`src/ddbl_pkg.sv`:
```
// ==========================================================================
// Shared constants for the double-buffered converter latch controller.
// ==========================================================================
package ddbl_pkg;

  // ========================================================================
  // Data word layout.
  // ========================================================================
  localparam int DATA_W = 16;
  localparam int TOP_BIT = 15;

  // ========================================================================
  // Clock and pin timing, in nanoseconds as given.
  // ========================================================================
  localparam int CLK_PERIOD_NS = 10;
  localparam int STROBE_LOW_NS = 100;  // Plain default; raise for slower parts.
  localparam int DATA_HOLD_NS = 20;  // Plain default for data hold after the strobe.
  localparam int UPDATE_GAP_NS = 100;
  localparam int SETTLE_NS = 13000;

  // Width of the phase timer; must hold the longest phase count.
  localparam int TIMER_W = 16;

  // Idle pin levels keep both ranks latched and no input floating.
  localparam logic IDLE_SELECT_N = 1'b1;
  localparam logic IDLE_LOAD_N = 1'b1;
  localparam logic IDLE_UPDATE = 1'b0;

  // Least times round up, and no phase is shorter than one cycle.
  function automatic int ddbl_ns_to_cycles(input int ns);
    int c;
    c = (ns + CLK_PERIOD_NS - 1) / CLK_PERIOD_NS;
    if (c < 1) begin
      c = 1;
    end
    return c;
  endfunction : ddbl_ns_to_cycles

  localparam int STROBE_LOW_CYC = ddbl_ns_to_cycles(STROBE_LOW_NS);
  localparam int DATA_HOLD_CYC = ddbl_ns_to_cycles(DATA_HOLD_NS);
  localparam int UPDATE_GAP_CYC = ddbl_ns_to_cycles(UPDATE_GAP_NS);
  localparam int SETTLE_CYC = ddbl_ns_to_cycles(SETTLE_NS);

  // ========================================================================
  // Transfer modes selected per request.
  // ========================================================================
  localparam logic [1:0] MODE_DOUBLE = 2'h0;
  localparam logic [1:0] MODE_LOAD = 2'h1;
  localparam logic [1:0] MODE_UPDATE = 2'h2;
  localparam logic [1:0] MODE_EDGE = 2'h3;

endpackage : ddbl_pkg

```
`src/ddbl_timer.sv`:
```
`timescale 1ns/1ns
// ==========================================================================
// Phase timer: done is high in the last cycle of a phase of len cycles.
// ==========================================================================
module ddbl_timer
  import ddbl_pkg::*;
#(
  parameter int W = TIMER_W
) (
  input wire logic clk,
  input wire logic reset_n,
  input wire logic start,
  input wire logic [W-1:0] len,
  output logic done
);

  typedef struct packed {
    logic busy;
    logic [W-1:0] cnt;
  } ddbl_tmr_t;

  ddbl_tmr_t tmr_q;
  ddbl_tmr_t tmr_d;

  // Count down; a new start overrides, so phases chain without a gap cycle.
  always_comb begin
    tmr_d = tmr_q;
    if (tmr_q.busy) begin
      if (tmr_q.cnt == '0) begin
        tmr_d.busy = 1'b0;
      end else begin
        tmr_d.cnt = tmr_q.cnt - W'(1);
      end
    end
    if (start) begin
      tmr_d.busy = 1'b1;
      tmr_d.cnt = len - W'(1);
    end
  end

  // Synchronous reset to an idle timer.
  always_ff @(posedge clk) begin
    if (!reset_n) begin
      tmr_q <= '0;
    end else begin
      tmr_q <= tmr_d;
    end
  end

  assign done = tmr_q.busy && (tmr_q.cnt == '0);

endmodule : ddbl_timer

```
`src/ddbl_host.sv`:
```
`timescale 1ns/1ns
// Functional notes
// Converter loads whole 16-bit word at once.
// Second rank loads only as later step.
// First rank open while select and load low.
// Second rank open while update is high.
// Update acts apart from select.
// Leave 100 ns before raising update.
// Joined select/update act as master-slave register.
// Rising joined edge outputs word before it.
// Joined low plus high covers output settling.
// Update held high makes second rank transparent.
// All controls active gives full transparency.
// Data lines are positive-true binary.
// Unipolar coding is straight binary.
// Bipolar coding is offset binary.
// Invert top bit for two's complement.
// Drive controls to defined levels always.
// Write strobe loads, select drives select/update.
// Select rising edge updates with latched word.
// Capture on load strobe rise, before select.
// Stretch strobe low time for slow parts.
// Ranks undefined until first load and update.
// All controls joined form one edge register.
// ==========================================================================
// Host-side controller that drives the converter latch pins.
// ==========================================================================
module ddbl_host
  import ddbl_pkg::*;
#(
  parameter int LOW_CYC = STROBE_LOW_CYC,
  parameter int HOLD_CYC = DATA_HOLD_CYC,
  parameter int GAP_CYC = UPDATE_GAP_CYC,
  parameter int SETTLE_CYC_P = SETTLE_CYC
) (
  input wire logic clk,
  input wire logic reset_n,
  input wire logic req_valid,
  input wire logic [DATA_W-1:0] req_data,
  input wire logic [1:0] req_mode,
  input wire logic req_twos_comp,
  output logic req_ready,
  output logic done,
  output logic ranks_valid,
  output logic [DATA_W-1:0] dac_data,
  output logic decoded_select_n,
  output logic first_rank_load_n,
  output logic output_update
);

  // ========================================================================
  // State.
  // ========================================================================
  typedef enum logic [2:0] {
    ST_IDLE,
    ST_LOAD,
    ST_HOLD,
    ST_GAP,
    ST_UPD,
    ST_JLOW,
    ST_JHIGH
  } ddbl_state_t;

  typedef struct packed {
    ddbl_state_t state;
    logic [1:0] mode;
    logic [DATA_W-1:0] data;
    logic sel_n;
    logic load_n;
    logic upd;
    logic ready;
    logic done;
    logic loaded;
    logic valid;
  } ddbl_regs_t;

  localparam ddbl_regs_t ST_RESET = '{
    state: ST_IDLE,
    mode: MODE_DOUBLE,
    data: '0,
    sel_n: IDLE_SELECT_N,
    load_n: IDLE_LOAD_N,
    upd: IDLE_UPDATE,
    ready: 1'b1,
    done: 1'b0,
    loaded: 1'b0,
    valid: 1'b0
  };

  ddbl_regs_t st_q;
  ddbl_regs_t st_d;
  logic tmr_start;
  logic [TIMER_W-1:0] tmr_len;
  logic tmr_done;

  // Positive-true data; only the top bit is flipped for signed samples.
  function automatic logic [DATA_W-1:0] ddbl_encode(input logic [DATA_W-1:0] w,
                                                    input logic twos);
    logic [DATA_W-1:0] r;
    r = w;
    if (twos) begin
      r[TOP_BIT] = ~w[TOP_BIT];
    end
    return r;
  endfunction : ddbl_encode

  ddbl_timer #(
    .W(TIMER_W)
  ) u_timer (
    .clk(clk),
    .reset_n(reset_n),
    .start(tmr_start),
    .len(tmr_len),
    .done(tmr_done)
  );

  // ========================================================================
  // Sequencer. Outside edge mode the load strobe rises before select so that capture is timed
  // from the strobe; that costs a hold phase but keeps data hold safe.
  // ========================================================================
  always_comb begin
    st_d = st_q;
    st_d.done = 1'b0;
    tmr_start = 1'b0;
    tmr_len = '0;
    unique case (st_q.state)
      ST_IDLE: begin
        if (req_valid) begin
          st_d.ready = 1'b0;
          st_d.mode = req_mode;
          tmr_start = 1'b1;
          if (req_mode == MODE_UPDATE) begin
            // Pins stay quiet through the gap, whatever came before.
            tmr_len = TIMER_W'(GAP_CYC);
            st_d.state = ST_GAP;
          end else if (req_mode == MODE_EDGE) begin
            st_d.data = ddbl_encode(req_data, req_twos_comp);
            st_d.sel_n = 1'b0;
            st_d.load_n = 1'b0;
            tmr_len = TIMER_W'(LOW_CYC);
            st_d.state = ST_JLOW;
          end else begin
            st_d.data = ddbl_encode(req_data, req_twos_comp);
            st_d.sel_n = 1'b0;
            st_d.load_n = 1'b0;
            tmr_len = TIMER_W'(LOW_CYC);
            st_d.state = ST_LOAD;
          end
        end
      end
      ST_LOAD: begin
        if (tmr_done) begin
          st_d.load_n = 1'b1;
          tmr_start = 1'b1;
          tmr_len = TIMER_W'(HOLD_CYC);
          st_d.state = ST_HOLD;
        end
      end
      ST_HOLD: begin
        if (tmr_done) begin
          st_d.sel_n = 1'b1;
          st_d.loaded = 1'b1;
          if (st_q.mode == MODE_LOAD) begin
            st_d.ready = 1'b1;
            st_d.done = 1'b1;
            st_d.state = ST_IDLE;
          end else begin
            tmr_start = 1'b1;
            tmr_len = TIMER_W'(GAP_CYC);
            st_d.state = ST_GAP;
          end
        end
      end
      ST_GAP: begin
        if (tmr_done) begin
          st_d.upd = 1'b1;
          tmr_start = 1'b1;
          tmr_len = TIMER_W'(LOW_CYC);
          st_d.state = ST_UPD;
        end
      end
      ST_UPD: begin
        if (tmr_done) begin
          st_d.upd = 1'b0;
          st_d.valid = st_q.valid | st_q.loaded;
          st_d.ready = 1'b1;
          st_d.done = 1'b1;
          st_d.state = ST_IDLE;
        end
      end
      ST_JLOW: begin
        if (tmr_done) begin
          // One joined rising edge: first rank closes, second opens.
          st_d.sel_n = 1'b1;
          st_d.load_n = 1'b1;
          st_d.upd = 1'b1;
          st_d.loaded = 1'b1;
          tmr_start = 1'b1;
          tmr_len = TIMER_W'(SETTLE_CYC_P);
          st_d.state = ST_JHIGH;
        end
      end
      ST_JHIGH: begin
        if (tmr_done) begin
          st_d.upd = 1'b0;
          st_d.valid = 1'b1;
          st_d.ready = 1'b1;
          st_d.done = 1'b1;
          st_d.state = ST_IDLE;
        end
      end
    endcase
  end

  // Reset drives every control to its idle level, never floating.
  always_ff @(posedge clk) begin
    if (!reset_n) begin
      st_q <= ST_RESET;
    end else begin
      st_q <= st_d;
    end
  end

  assign req_ready = st_q.ready;
  assign done = st_q.done;
  assign ranks_valid = st_q.valid;
  assign dac_data = st_q.data;
  assign decoded_select_n = st_q.sel_n;
  assign first_rank_load_n = st_q.load_n;
  assign output_update = st_q.upd;

  // ========================================================================
  // Checks. Counters measure pulse widths too long for repetition.
  // ========================================================================
  // Bound is the double-buffered transfer plus the settle phase, plus one cycle of margin.
  localparam int DONE_MAX = 2 * LOW_CYC + HOLD_CYC + GAP_CYC + SETTLE_CYC_P + 1;
  logic [15:0] lo_cnt_q;
  logic [15:0] hi_cnt_q;
  logic [15:0] busy_cnt_q;

  always_ff @(posedge clk) begin
    if (!reset_n) begin
      lo_cnt_q <= '0;
      hi_cnt_q <= '0;
      busy_cnt_q <= '0;
    end else begin
      busy_cnt_q <= req_ready ? 16'h0000 : busy_cnt_q + 16'h0001;
      lo_cnt_q <= first_rank_load_n ? 16'h0000 : lo_cnt_q + 16'h0001;
      hi_cnt_q <= output_update ? hi_cnt_q + 16'h0001 : 16'h0000;
    end
  end
endmodule : ddbl_host

```
`config.mk`:
```
export PLATFORM = sky130hd
export DESIGN_NAME = ddbl_host
export DESIGN_NICKNAME = d
export VERILOG_FILES = /design/src/ddbl_pkg.sv /design/src/ddbl_timer.sv /design/src/ddbl_host.sv
export SDC_FILE = /design/constraint.sdc
export NUM_CORES = 1
export LEC_CHECK = 0
export BUFFER_PORTS_ARGS = -buffer_cell sky130_fd_sc_hd__buf_2
export CAP_MARGIN = 5
export CORE_AREA = 2 2 95 88
export DETAILED_ROUTE_END_ITERATION = 7
export DIE_AREA = 0 0 97 90
export GPL_TIMING_DRIVEN = 1
export PLACE_DENSITY_LB_ADDON = 0.3
export SYNTH_ARGS = -nofsm -noshare
export SYNTH_HDL_FRONTEND = slang
export SYNTH_SLANG_ARGS = --single-unit
export TNS_END_PERCENT = 5
```
`constraint.sdc`:
```
create_clock -name clk -period 4.3 [get_ports clk]
set_input_delay 0.86 -clock clk [delete_from_list [all_inputs] [get_ports clk]]
set_output_delay 0.86 -clock clk [all_outputs]
set_load 0.005 [all_outputs]
```
Word level (Yosys, flattened, before mapping)
Cells that the tools add are included.

cells by class
  shift-type cells = 0
  reduce and logical (&&, ||, !) cells = 22
  mux-type cells = 42
  bitwise gates (word level) = 3
  add/sub/neg operators = 2
  magnitude comparators = 0
  divide/modulo/power cells = 0
  multipliers = 0
  eq/ne operators = 20

operators with widths
  cell                     count
  $pmux W11 S5             1
  $mux W17                 2
  $mux W3                  10
  $mux W23                 1
  $ne A2 B2 Y1 const B     10
  $mux W18                 1
  $pmux W3 S6              1
  $logic_not A16 Y1        1
  $mux W16                 1
  $mux W4                  4
  $sub A16 B1 Y16 const B  1
  $pmux W1 S3              5
  $reduce_and A5 Y1        3
  $reduce_bool A3 Y1       4
  $sub A11 B1 Y12 const B  1
  $mux W11                 1
  $eq A3 B3 Y1 const B     3
  $mux W1                  9
  $reduce_and A3 Y1        3
  $eq A3 B2 Y1 const B     2
  $mux W2                  3
  $pmux W1 S2              3
  $reduce_and A6 Y1        1
  $reduce_bool A2 Y1       3
  other kinds (12)         15

word-level totals
  latch bits = 0
  logic and storage cells = 101
  flip-flop bits (word level) = 45
  bits of input ports = 22
  output and inout port bits = 22
  memories = 0
  ROM bits = 0
  bits in writable memories = 0

Longest topological paths before layout
Gate-level depths: netlist of run 1.

  depth after elaboration = 6
  depth in mapped cells = 13
  gate-level depth less buffers = 13

Cells and area by module
A second synthesis of run 1 with hierarchy kept.

unflattened totals
  cells, all modules = 345
  area, all modules = 2755.1 um^2

modules (own cells, without submodules)
  module      seq. area each (um^2)  instances  cells an instance  area each (um^2)
  ddbl_host   560.5                  1          185                1448.9
  ddbl_timer  340.3                  1          160                1306.3

Worst setup path after synthesis of run 1
No wires, ideal clock.

  path type = reg-to-reg
  start = register u_timer.tmr_q[0] (netlist name)
  end = register u_timer.tmr_q[14] (netlist name)
  library setup time = 0.119 ns
  buffers on the path = 0
  arrival time = 2.649 ns
  period minus slack after synthesis = 2.768 ns
  cell stages (with the launch flop) = 14
  slack = 1.532 ns
  required time = 4.181 ns
  path through = dfxtp_1 -> inv_1 -> ha_1 -> or4b_1 -> nor2_1 -> nand4_1 -> nor2_1 -> nand2_1 -> ha_1 -> nor2b_1 -> o21ai_4 -> and4bb_4 -> o21a_1 -> o221a_1

on the way
  word-level cells in the longest chain between the ends = 6
  elaborated cells between the ends (all ways) = 18
  those cells by class = add/sub (2); eq/ne (1); mux (11); reduce/logical (4)

ends and longest elaborated chain
  element                                        RTL line                            RTL
  start: declaration                             ddbl_timer.sv:22                    ddbl_tmr_t tmr_q;
  start signal: assignment                       ddbl_timer.sv:46                    tmr_q <= tmr_d;
  $logic_not A16 Y1                              ddbl_timer.sv:29, ddbl_timer.sv:50
  $logic_and A1 B1 Y1                            ddbl_timer.sv:50                    assign done = tmr_q.busy && (tmr_q.cnt == '0);
  $mux W4 (tied with other cells)                ddbl_host.sv:160                    if (tmr_done) begin
  $pmux W11 S5 or $pmux W1 S3 (tied branches)    ddbl_host.sv:126                    unique case (st_q.state)
  $sub A11 B1 Y12 (tied with other cells)        ddbl_timer.sv:37                    tmr_d.cnt = len - W'(1);
  $mux W17 or $reduce_and A2 Y1 (tied branches)  n/a

Parallel ways exist; a longest one is shown, timed or not. The select of a mux whose other input is x is not followed.
A chain may end at the register's enable or synchronous reset.

Final worst setup path of run 1
  start = register u_timer.tmr_q[7] (netlist name)
  end = register u_timer.tmr_q[14] (netlist name)

Same word-level chain as after synthesis.

==> metrics.yaml, run 1 <==
status: "finished clean"
grt-ovfl-total: 0
rsz0062_at_grt: "false"
routed-wl-met3_um: 439
dp.cells: 437
regMostFlops: "u_timer.tmr_q"
clk_pin_slew_ps: 80
final_common_cell: "nand2_1"
cts_buffers: 5
clock.fmax_mhz: 317.4
crit_fanout: 6
met2_length_um: 2924
arrival_ps: 3340
cp_slowest_cell: "or4_1"
gp_congestion: 0.8652
layout-drive-gt1-share_pct: 21.16
start_kind: "flop"
rows: 31
diodes: 0
vias_per_cell: 5.322
path_buf_inv: 0
max_stage_delay_ps: 560
root_buffer: "clkbuf_8"
m1WireLength_um: 3170
finalSetupViolCount: 0
maxSlewHeadroom_pct: 50.84
post_cts_resized: 0
syn_area_per_cell_sq_um: 7.964
core_area_sq_um: 7796
synth_edf_count: 0
clock-sinks: 45
grt_pass1_wl_um: 11040
drc: 0
n_fill_cell: 830
ant_nets: 0
post-route-util_pct: 36.82
io_buffers: 43
crit_family: "simple AND/OR/NAND/NOR gates"
synth_seq_cells: 45
async_flop_share_pct: 0
worst_pin_slew_ps: 737.5
cp.required_ps: 4490
grt_pass1_vias: 2205
synth.distinct_cells: 60
grt_max_degree: 23
finalNonFillerCells: 444
ys_seq_area_share_pct: 34.38
synth-warning-count: 0
hpwlAfterDp_um: 4749
syn2layout_area_growth_pct: 9.551
syn-cell-area_sq_um: 2620
min_period_ps: 3151
post_cts_buffers: 0
largest_reg_flops: 17
die-area_sq_um: 8730
p_leak_uw: 0.001096
nets: 371
finalSetupTns_ps: 0
min_period_over_period_pct: 73.27
initial_core_util_pct: 33.61
max_cap_viol_count: 0
cts_tree: "yes"
clock_latency_ps: 290
final_cell_mix: "nand2_1, dfxtp_1, buf_2"
syn_nets: 355
worst_clock_skew_ps: 3.759
drt_iter0_drc: 145
place_ws_ps: 1156
antenna_found_initial: 0
path_class: "flop to flop"
slew_violations: 0
worstHoldPathType: "flop to flop"
h-tree-depth: 2
track_usage_pct: 15.33
top_layer_used: "met4"
dr.pass1.iters: 4
pin_count: 44
setup_ws_ps: 1149
die_w_um: 97
clock_path_buffers: 2
syn-instance-count: 329
final_hold_viol_count: 0
path_cells: "or4_1, nor3_1, nand4_1, nor2_1, nand2_1, ha_1, nor2b_1, o21ai_4, and4bb_4, o21a_1, o221a_1"
hold_buffers: 0
critPathCaptureType: "flop"
power_density_nw_per_um2: 621.7
dieHeight_um: 90
wire_per_inst_um: 14.87
synth_flop_cell: "dfxtp_1"
vdd_drop_max_uv: 221.8
routed-via-count: 2363
drt-total-wl_um: 6603
[cell families after synthesis]
family                     share of synthesized area [%]
muxes                                             0.4298
adders and majority gates                          1.910
AOI/OAI and AO/OA                                  19.29
buffers and inverters                              9.217
DFF                                                34.38
xor gates and xnor gates                           2.340
and+or+nand+nor                                    32.43
[area by class of cell]
type	instances	area (sq um)	area share (%)
multi-input combinational	238	1478	51.48
inverter	11	41.29	1.439
sequential	45	900.9	31.39
timing repair buffer	44	222.7	7.759
clock inverter	2	35.03	1.221
tap	99	123.9	4.316
clock buffer	5	68.82	2.398
[synth_stat cells (all sizes together), types with 6 or more instances]
library cell / n / area [sq um]
nor4: 10 / 123.9
nor3: 19 / 111.4
o21ai: 9 / 60.06
o31ai: 6 / 45.04
nor2: 26 / 100.1
clkbuf: 11 / 41.29
a21oi: 34 / 177.7
inv: 11 / 41.29
nand3: 10 / 50.05
nand2: 51 / 191.4
buf: 24 / 158.9
dfxtp: 45 / 900.9
[power by group]
group / internal, uW / leakage, uW / switching [uW] / total, uW
clock: 169 / 0.0000540 / 142 / 312
sequential: 496 / 0.000368 / 135 / 631
combinational: 343 / 0.000674 / 499 / 842
total: 1010 / 0.00110 / 777 / 1780
[routing by layer]
layer | vias to the layer above | GRT usage, %
li1 | 1193 | -
met1 | 1092 | 21.93
met2 | 74 | 23.26
met3 | 4 | 2.488
met4 | 0 | 5.516
met5 | - | 0
[path summary, 6_finish.rpt]
check                        start                end  slack [ps]  cells after the start
setup / recovery  u_timer.tmr_q[7]  u_timer.tmr_q[14]        1150                     11
hold / removal         dac_data[8]        dac_data[8]         450                      2
setup reg to reg  u_timer.tmr_q[7]  u_timer.tmr_q[14]        1150                     11
hold reg to reg        dac_data[8]        dac_data[8]         450                      2
[stage by stage]
step                hold WS (ps)  cell area (sq um)  power, uW
floorplan                  435.2               2620       1290
global placement           439.7               2766       1458
detailed placement         444.9               2766       1469
CTS                        457.8               2870       1792
global route               478.8               2870       1925
finish                     452.9               2870       1784
[worst reg2reg max path, cell delays in order (launching register included)]
cell and delay, ps:
dfxtp_1 390, or4_1 570, nor3_1 230, nand4_1 270, nor2_1 170, nand2_1 90
ha_1 280, nor2b_1 170, o21ai_4 200, and4bb_4 280, o21a_1 170, o221a_1 230
No activity file was read; power rests on OpenSTA's default activity.
==> inputs of run 2 (changes only) <==
clock period = 2.8 ns   (was 4.3 ns; I/O delays follow)
==> metrics.yaml, run 2 (synthesis gave the netlist of run 1 again) <==
worst_clock_skew_ps: 4.426  # +0.6664 ps
p_leak_uw: 0.001271  # +16%
cp.required_ps: 2990  # -1500 ps
final_cell_mix: "nand2_1, dfxtp_1, buf_2"
dieHeight_um: 90  # unchanged
io_buffers: 43  # unchanged
whs_ps: 454.9  # +2.040 ps
clock.fmax_mhz: 371.0  # +17%
vias_per_cell: 5.326  # about the same
final_hold_viol_count: 0  # unchanged
crit_fanout: 6  # unchanged
vdd_drop_max_uv: 276.1  # +24%
dr.pass1.iters: 4  # unchanged
power_density_nw_per_um2: 949.6  # +53%
die-area_sq_um: 8730  # unchanged
track_usage_pct: 16.17  # +0.84 points
post-route-util_pct: 40.56  # +3.7 points
grtUsageMet3_pct: 3.033  # +0.54 points
nets: 404  # +8.9%
clk_pin_slew_ps: 90  # about the same
hold_buffers: 0  # unchanged
finalSetupTns_ps: 0  # unchanged
drt-total-wl_um: 7037  # +6.6%
worstHoldPathType: "flop to flop"
antenna_found_initial: 0  # unchanged
worst_pin_slew_ps: 605.0  # -132.4 ps
grt_util_met2_pct: 25.64  # +2.4 points
path_class: "flop to flop"
clock_path_buffers: 2  # unchanged
drt_iter0_drc: 133  # -8.3%
layout-drive-gt1-share_pct: 31.40  # +10 points
slew_violations: 0  # unchanged
hpwlAfterDp_um: 5147  # +8.4%
initial_core_util_pct: 33.61  # unchanged
rows: 31  # unchanged
min_period_ps: 2695  # -455.3 ps
grt_max_degree: 20  # -13%
largest_reg_flops: 17  # unchanged
start_kind: "flop"
maxSlewHeadroom_pct: 59.62  # +8.8 points
rsz0062_at_grt: "true"
drc: 0  # unchanged
critPathCaptureType: "flop"
root_buffer: "clkbuf_8"
min_period_over_period_pct: 96.26  # +23 points
finalSetupViolCount: 0  # unchanged
clock_latency_ps: 300  # about the same
h-tree-depth: 2  # unchanged
dp.cells: 466  # +6.6%
finalNonFillerCells: 478  # +7.7%
regMostFlops: "u_timer.tmr_q"
grt_pass1_wl_um: 11630  # +5.4%
core_area_sq_um: 7796  # unchanged
grt_pass1_vias: 2324  # +5.4%
ant_nets: 0  # unchanged
cts_tree: "yes"
grtUsageMet1_pct: 22.22  # +0.29 points
gp_congestion: 0.8975  # +3.7%
grt-ovfl-total: 0  # unchanged
syn2layout_area_growth_pct: 20.68
die_w_um: 97  # unchanged
status: "finished clean"
max_cap_viol_count: 0  # unchanged
diodes: 0  # unchanged
final_common_cell: "nand2_1"
routed-via-count: 2546  # +7.7%
grt.busiest_layer: "met2"
pin_count: 44  # unchanged
clock-sinks: 45  # unchanged
wire_per_inst_um: 14.72  # -1.0%
cts_buffers: 5  # unchanged
arrival_ps: 2890  # -450 ps
## run 2: path summary, 6_finish.rpt
check                           slack (ps)        startpoint           endpoint  cells after the start
worst min-delay path                   450      dac_data[13]       dac_data[13]                      2
worst min register to register         450      dac_data[13]       dac_data[13]                      2
worst max register to register         100  u_timer.tmr_q[1]  u_timer.tmr_q[15]                     14
worst max-delay path                   100  u_timer.tmr_q[1]  u_timer.tmr_q[15]                     14
## run 2: final cells by class
cell class / count / area (sq um)
fill: 787 / 4634
multi-input combinational: 238 / 1529
sequential: 45 / 903.4
timing repair buffer: 77 / 474.2
tap: 99 / 123.9
clock buffer: 5 / 68.82
inverter: 11 / 41.29
clock inverter: 3 / 21.27
## run 2: layer usage
metal  vias up  part of all wire [%]
li1       1264                     -
met1      1189                    47
met2        84                    45
met3         9                   6.0
met4         0                   1.8
met5         -                     0
## run 2: repair_timing
| item | 4_1_cts | 5_1_grt |
|---|---|---|
| setup endpoints to repair | 1 | 8 |
| pin swaps | 0 | 8 |
| gates resized for setup | 1 | 15 |
| setup buffers | 0 | 4 |
## run 2: power by group
| group | internal (uW) | total [uW] | leakage (uW) | switching (uW) |
|---|---|---|---|---|
| Clock | 177 | 418 | 0.0000445 | 241 |
| Sequential | 764 | 876 | 0.000369 | 112 |
| Combinational | 761 | 1710 | 0.000857 | 947 |
| Total | 1700 | 3000 | 0.00127 | 1300 |
## run 2: metrics by stage
step | worst slack (ps) | power (uW) | area [sq um]
2_1_floorplan | 32.19 | 1981 | 2620
3_3_place_gp | 114.5 | 2434 | 2984
3_5_place_dp | 22.02 | 2446 | 2984
4_1_cts | 16.38 | 2886 | 3078
5_1_grt | -42.12 | 3207 | 3162
6_report | 104.6 | 3003 | 3162
## run 2: critical path, stage by stage (launching register included)
cell	delay, ps
dfxtp_2	330
inv_2	80
ha_4	130
or4b_4	470
nor2_2	110
nand4_1	90
nor2_1	150
nand2_1	100
ha_2	200
nor2b_4	130
o21ai_4	150
buf_6	120
nor3_4	50
o41ai_2	380
nor2_1	80
==> inputs of run 3 (changes only) <==
BUFFER_PORTS_ARGS = not set   (was -buffer_cell sky130_fd_sc_hd__buf_2)
DONT_BUFFER_PORTS = 1   (was not set)
==> metrics.yaml, run 3 (synthesis gave the netlist of run 1 again) <==
grt-ovfl-total: 0  # unchanged
largest_reg_flops: 17  # unchanged
worst_clock_skew_ps: 11.90  # +7.477 ps
r2r_slack_ps: 80  # -30 ps
multi_input_area_sq_um: 1506  # -1.5%
dieHeight_um: 90  # unchanged
p_leak_uw: 0.001086  # -15%
reg2reg_to: "u_timer.tmr_q[14]"
syn2layout_area_growth_pct: 12.99
start_kind: "flop"
gp_congestion: 0.8905  # -0.78%
ant_nets: 0  # unchanged
clock_latency_ps: 310  # about the same
r2r_cells: 13  # -1
grt_pass1_wl_um: 11450  # -1.5%
drt_iter0_drc: 150  # +13%
hold_start: "reset_n"
drc: 0  # unchanged
diodes: 0  # unchanged
h-tree-depth: 2  # unchanged
post-route-util_pct: 37.97  # -2.6 points
min_period_over_period_pct: 97.23  # +0.97 points
io_buffers: 0  # -100%
min_period_ps: 2722  # +27.05 ps
track_usage_pct: 16.00  # -0.17 points
grt_max_degree: 22  # +10%
routed-via-count: 2377  # -6.6%
cp_slowest_cell: "or4b_4"
max_stage_delay_ps: 480  # about the same
final_common_cell: "nand2_1"
clk_pin_slew_ps: 100  # about the same
path_cells: "inv_1, ha_2, or4b_4, nor2_1, nand4_1, nor2_1, nand2_1, ha_2, nor2b_2, o21ai_4, and4bb_4, o21a_1, o221a_1"
pin_count: 44  # unchanged
place_ws_ps: 49.32  # +27.30 ps
reg2reg_from: "u_timer.tmr_q[0]"
cp.required_ps: 3010  # +20 ps
dr.pass1.iters: 4  # unchanged
maxSlewHeadroom_pct: 59.18  # -0.44 points
cts_tree: "yes"
final_hold_viol_count: 0  # unchanged
die_w_um: 97  # unchanged
setup_ws_ps: 77.56  # -27.05 ps
clock_path_buffers: 2  # unchanged
slew_violations: 0  # unchanged
worst_pin_slew_ps: 603.7  # -1.279 ps
rows: 31  # unchanged
crit_path_end: "u_timer.tmr_q[14]"
max_cap_viol_count: 0  # unchanged
finalSetupViolCount: 0  # unchanged
initial_core_util_pct: 33.61  # unchanged
wire_per_inst_um: 15.95  # +8.4%
worstHoldPathType: "input pin to flop"
crit_fanout: 5  # -1
clock.fmax_mhz: 367.3  # -0.99%
clock-sinks: 45  # unchanged
n_fill_cell: 794  # +0.89%
power_density_nw_per_um2: 1050  # +11%
status: "finished clean"
regArea_sq_um: 903.4  # unchanged
final_cell_mix: "nand2_1, dfxtp_1, buf_4"
vias_per_cell: 5.477  # +2.8%
core_area_sq_um: 7796  # unchanged
drt-total-wl_um: 6924  # -1.6%
layout-drive-gt1-share_pct: 21.79  # -9.6 points
critPathCaptureType: "flop"
crit_start: "u_timer.tmr_q[0]"
path_class: "flop to flop"
cts_buffers: 5  # unchanged
die-area_sq_um: 8730  # unchanged
hpwlAfterDp_um: 5044  # -2.0%
vdd_drop_max_uv: 301.2  # +9.1%
antenna_found_initial: 0  # unchanged
nets: 360  # -11%
root_buffer: "clkbuf_8"
grt_pass1_vias: 2271  # -2.3%
arrival_ps: 2940  # +50 ps
regMostFlops: "u_timer.tmr_q"
[run 3: changes by cell type in the layout (fill, tap and decap cells not counted), sizes merged]
cell and change:
buf -44, bufinv +2, clkinv -1, clkinvlp -1
[run 3: area by class of cell]
cell class	count	share of cell area, %
clock buffers	5	2.325
clock inverters	3	2.325
inverters	11	1.395
multi-input cells	238	50.89
flip-flops and latches	45	30.52
well taps	99	4.184
repair buffers	33	8.369
[run 3: layer usage]
layer	vias to the layer above	global-route usage (%)	wire [um]
met1	1099	22.12	3214
met2	82	24.88	3139
met4	0	5.516	166
met5	-	0	0
li1	1182	-	-
met3	14	3.188	404
[run 3: critical path: cells and delay by family, from the launching register on]
| family | cells | cell delay [ps] |
|---|---|---|
| and+or+nand+nor | 7 | 1320 |
| AOI/OAI and AO/OA | 3 | 530 |
| adders and majority gates | 2 | 380 |
| DFF | 1 | 340 |
| buffers and inverters | 1 | 80 |
[run 3: repair_timing]
action                                  4_1_cts  5_1_grt
hold buffers                                  0        0
endpoints found under the setup margin        0        8
resized for setup                             0       10
buffers inserted                              0        3
[run 3: how the worst min path moves through the flow]
| stage | to | slack, ps | depth (start not counted) |
|---|---|---|---|
| floorplan | st_q[1] | 440 | 1 |
| global placement | dac_data[5] | 460 | 2 |
| detailed placement | dac_data[5] | 470 | 2 |
| CTS | first_rank_load_n | 300 | 1 |
| global route | first_rank_load_n | 310 | 1 |
| finish | first_rank_load_n | 320 | 1 |
[run 3: report_power, final]
| part | internal (uW) | total (uW) | leakage [uW] | switching [uW] |
|---|---|---|---|---|
| Clock | 359 | 605 | 0.0000687 | 245 |
| Combinational | 709 | 1610 | 0.000648 | 899 |
| Sequential | 765 | 896 | 0.000369 | 131 |
[run 3: per-stage QoR]
| step | cells | power [uW] | hold WS, ps | instance area [sq um] | TNS [ps] |
|---|---|---|---|---|---|
| CTS | 431 | 3014 | 303.8 | 2907 | 0 |
| global route | 434 | 3327 | 312.5 | 2960 | -64.98 |
| global placement | 423 | 2404 | 464.6 | 2769 | 0 |
| floorplan | 329 | 1981 | 435.2 | 2620 | 0 |
| finish | 434 | 3108 | 316.5 | 2960 | 0 |
| detailed placement | 423 | 2401 | 466.8 | 2769 | 0 |
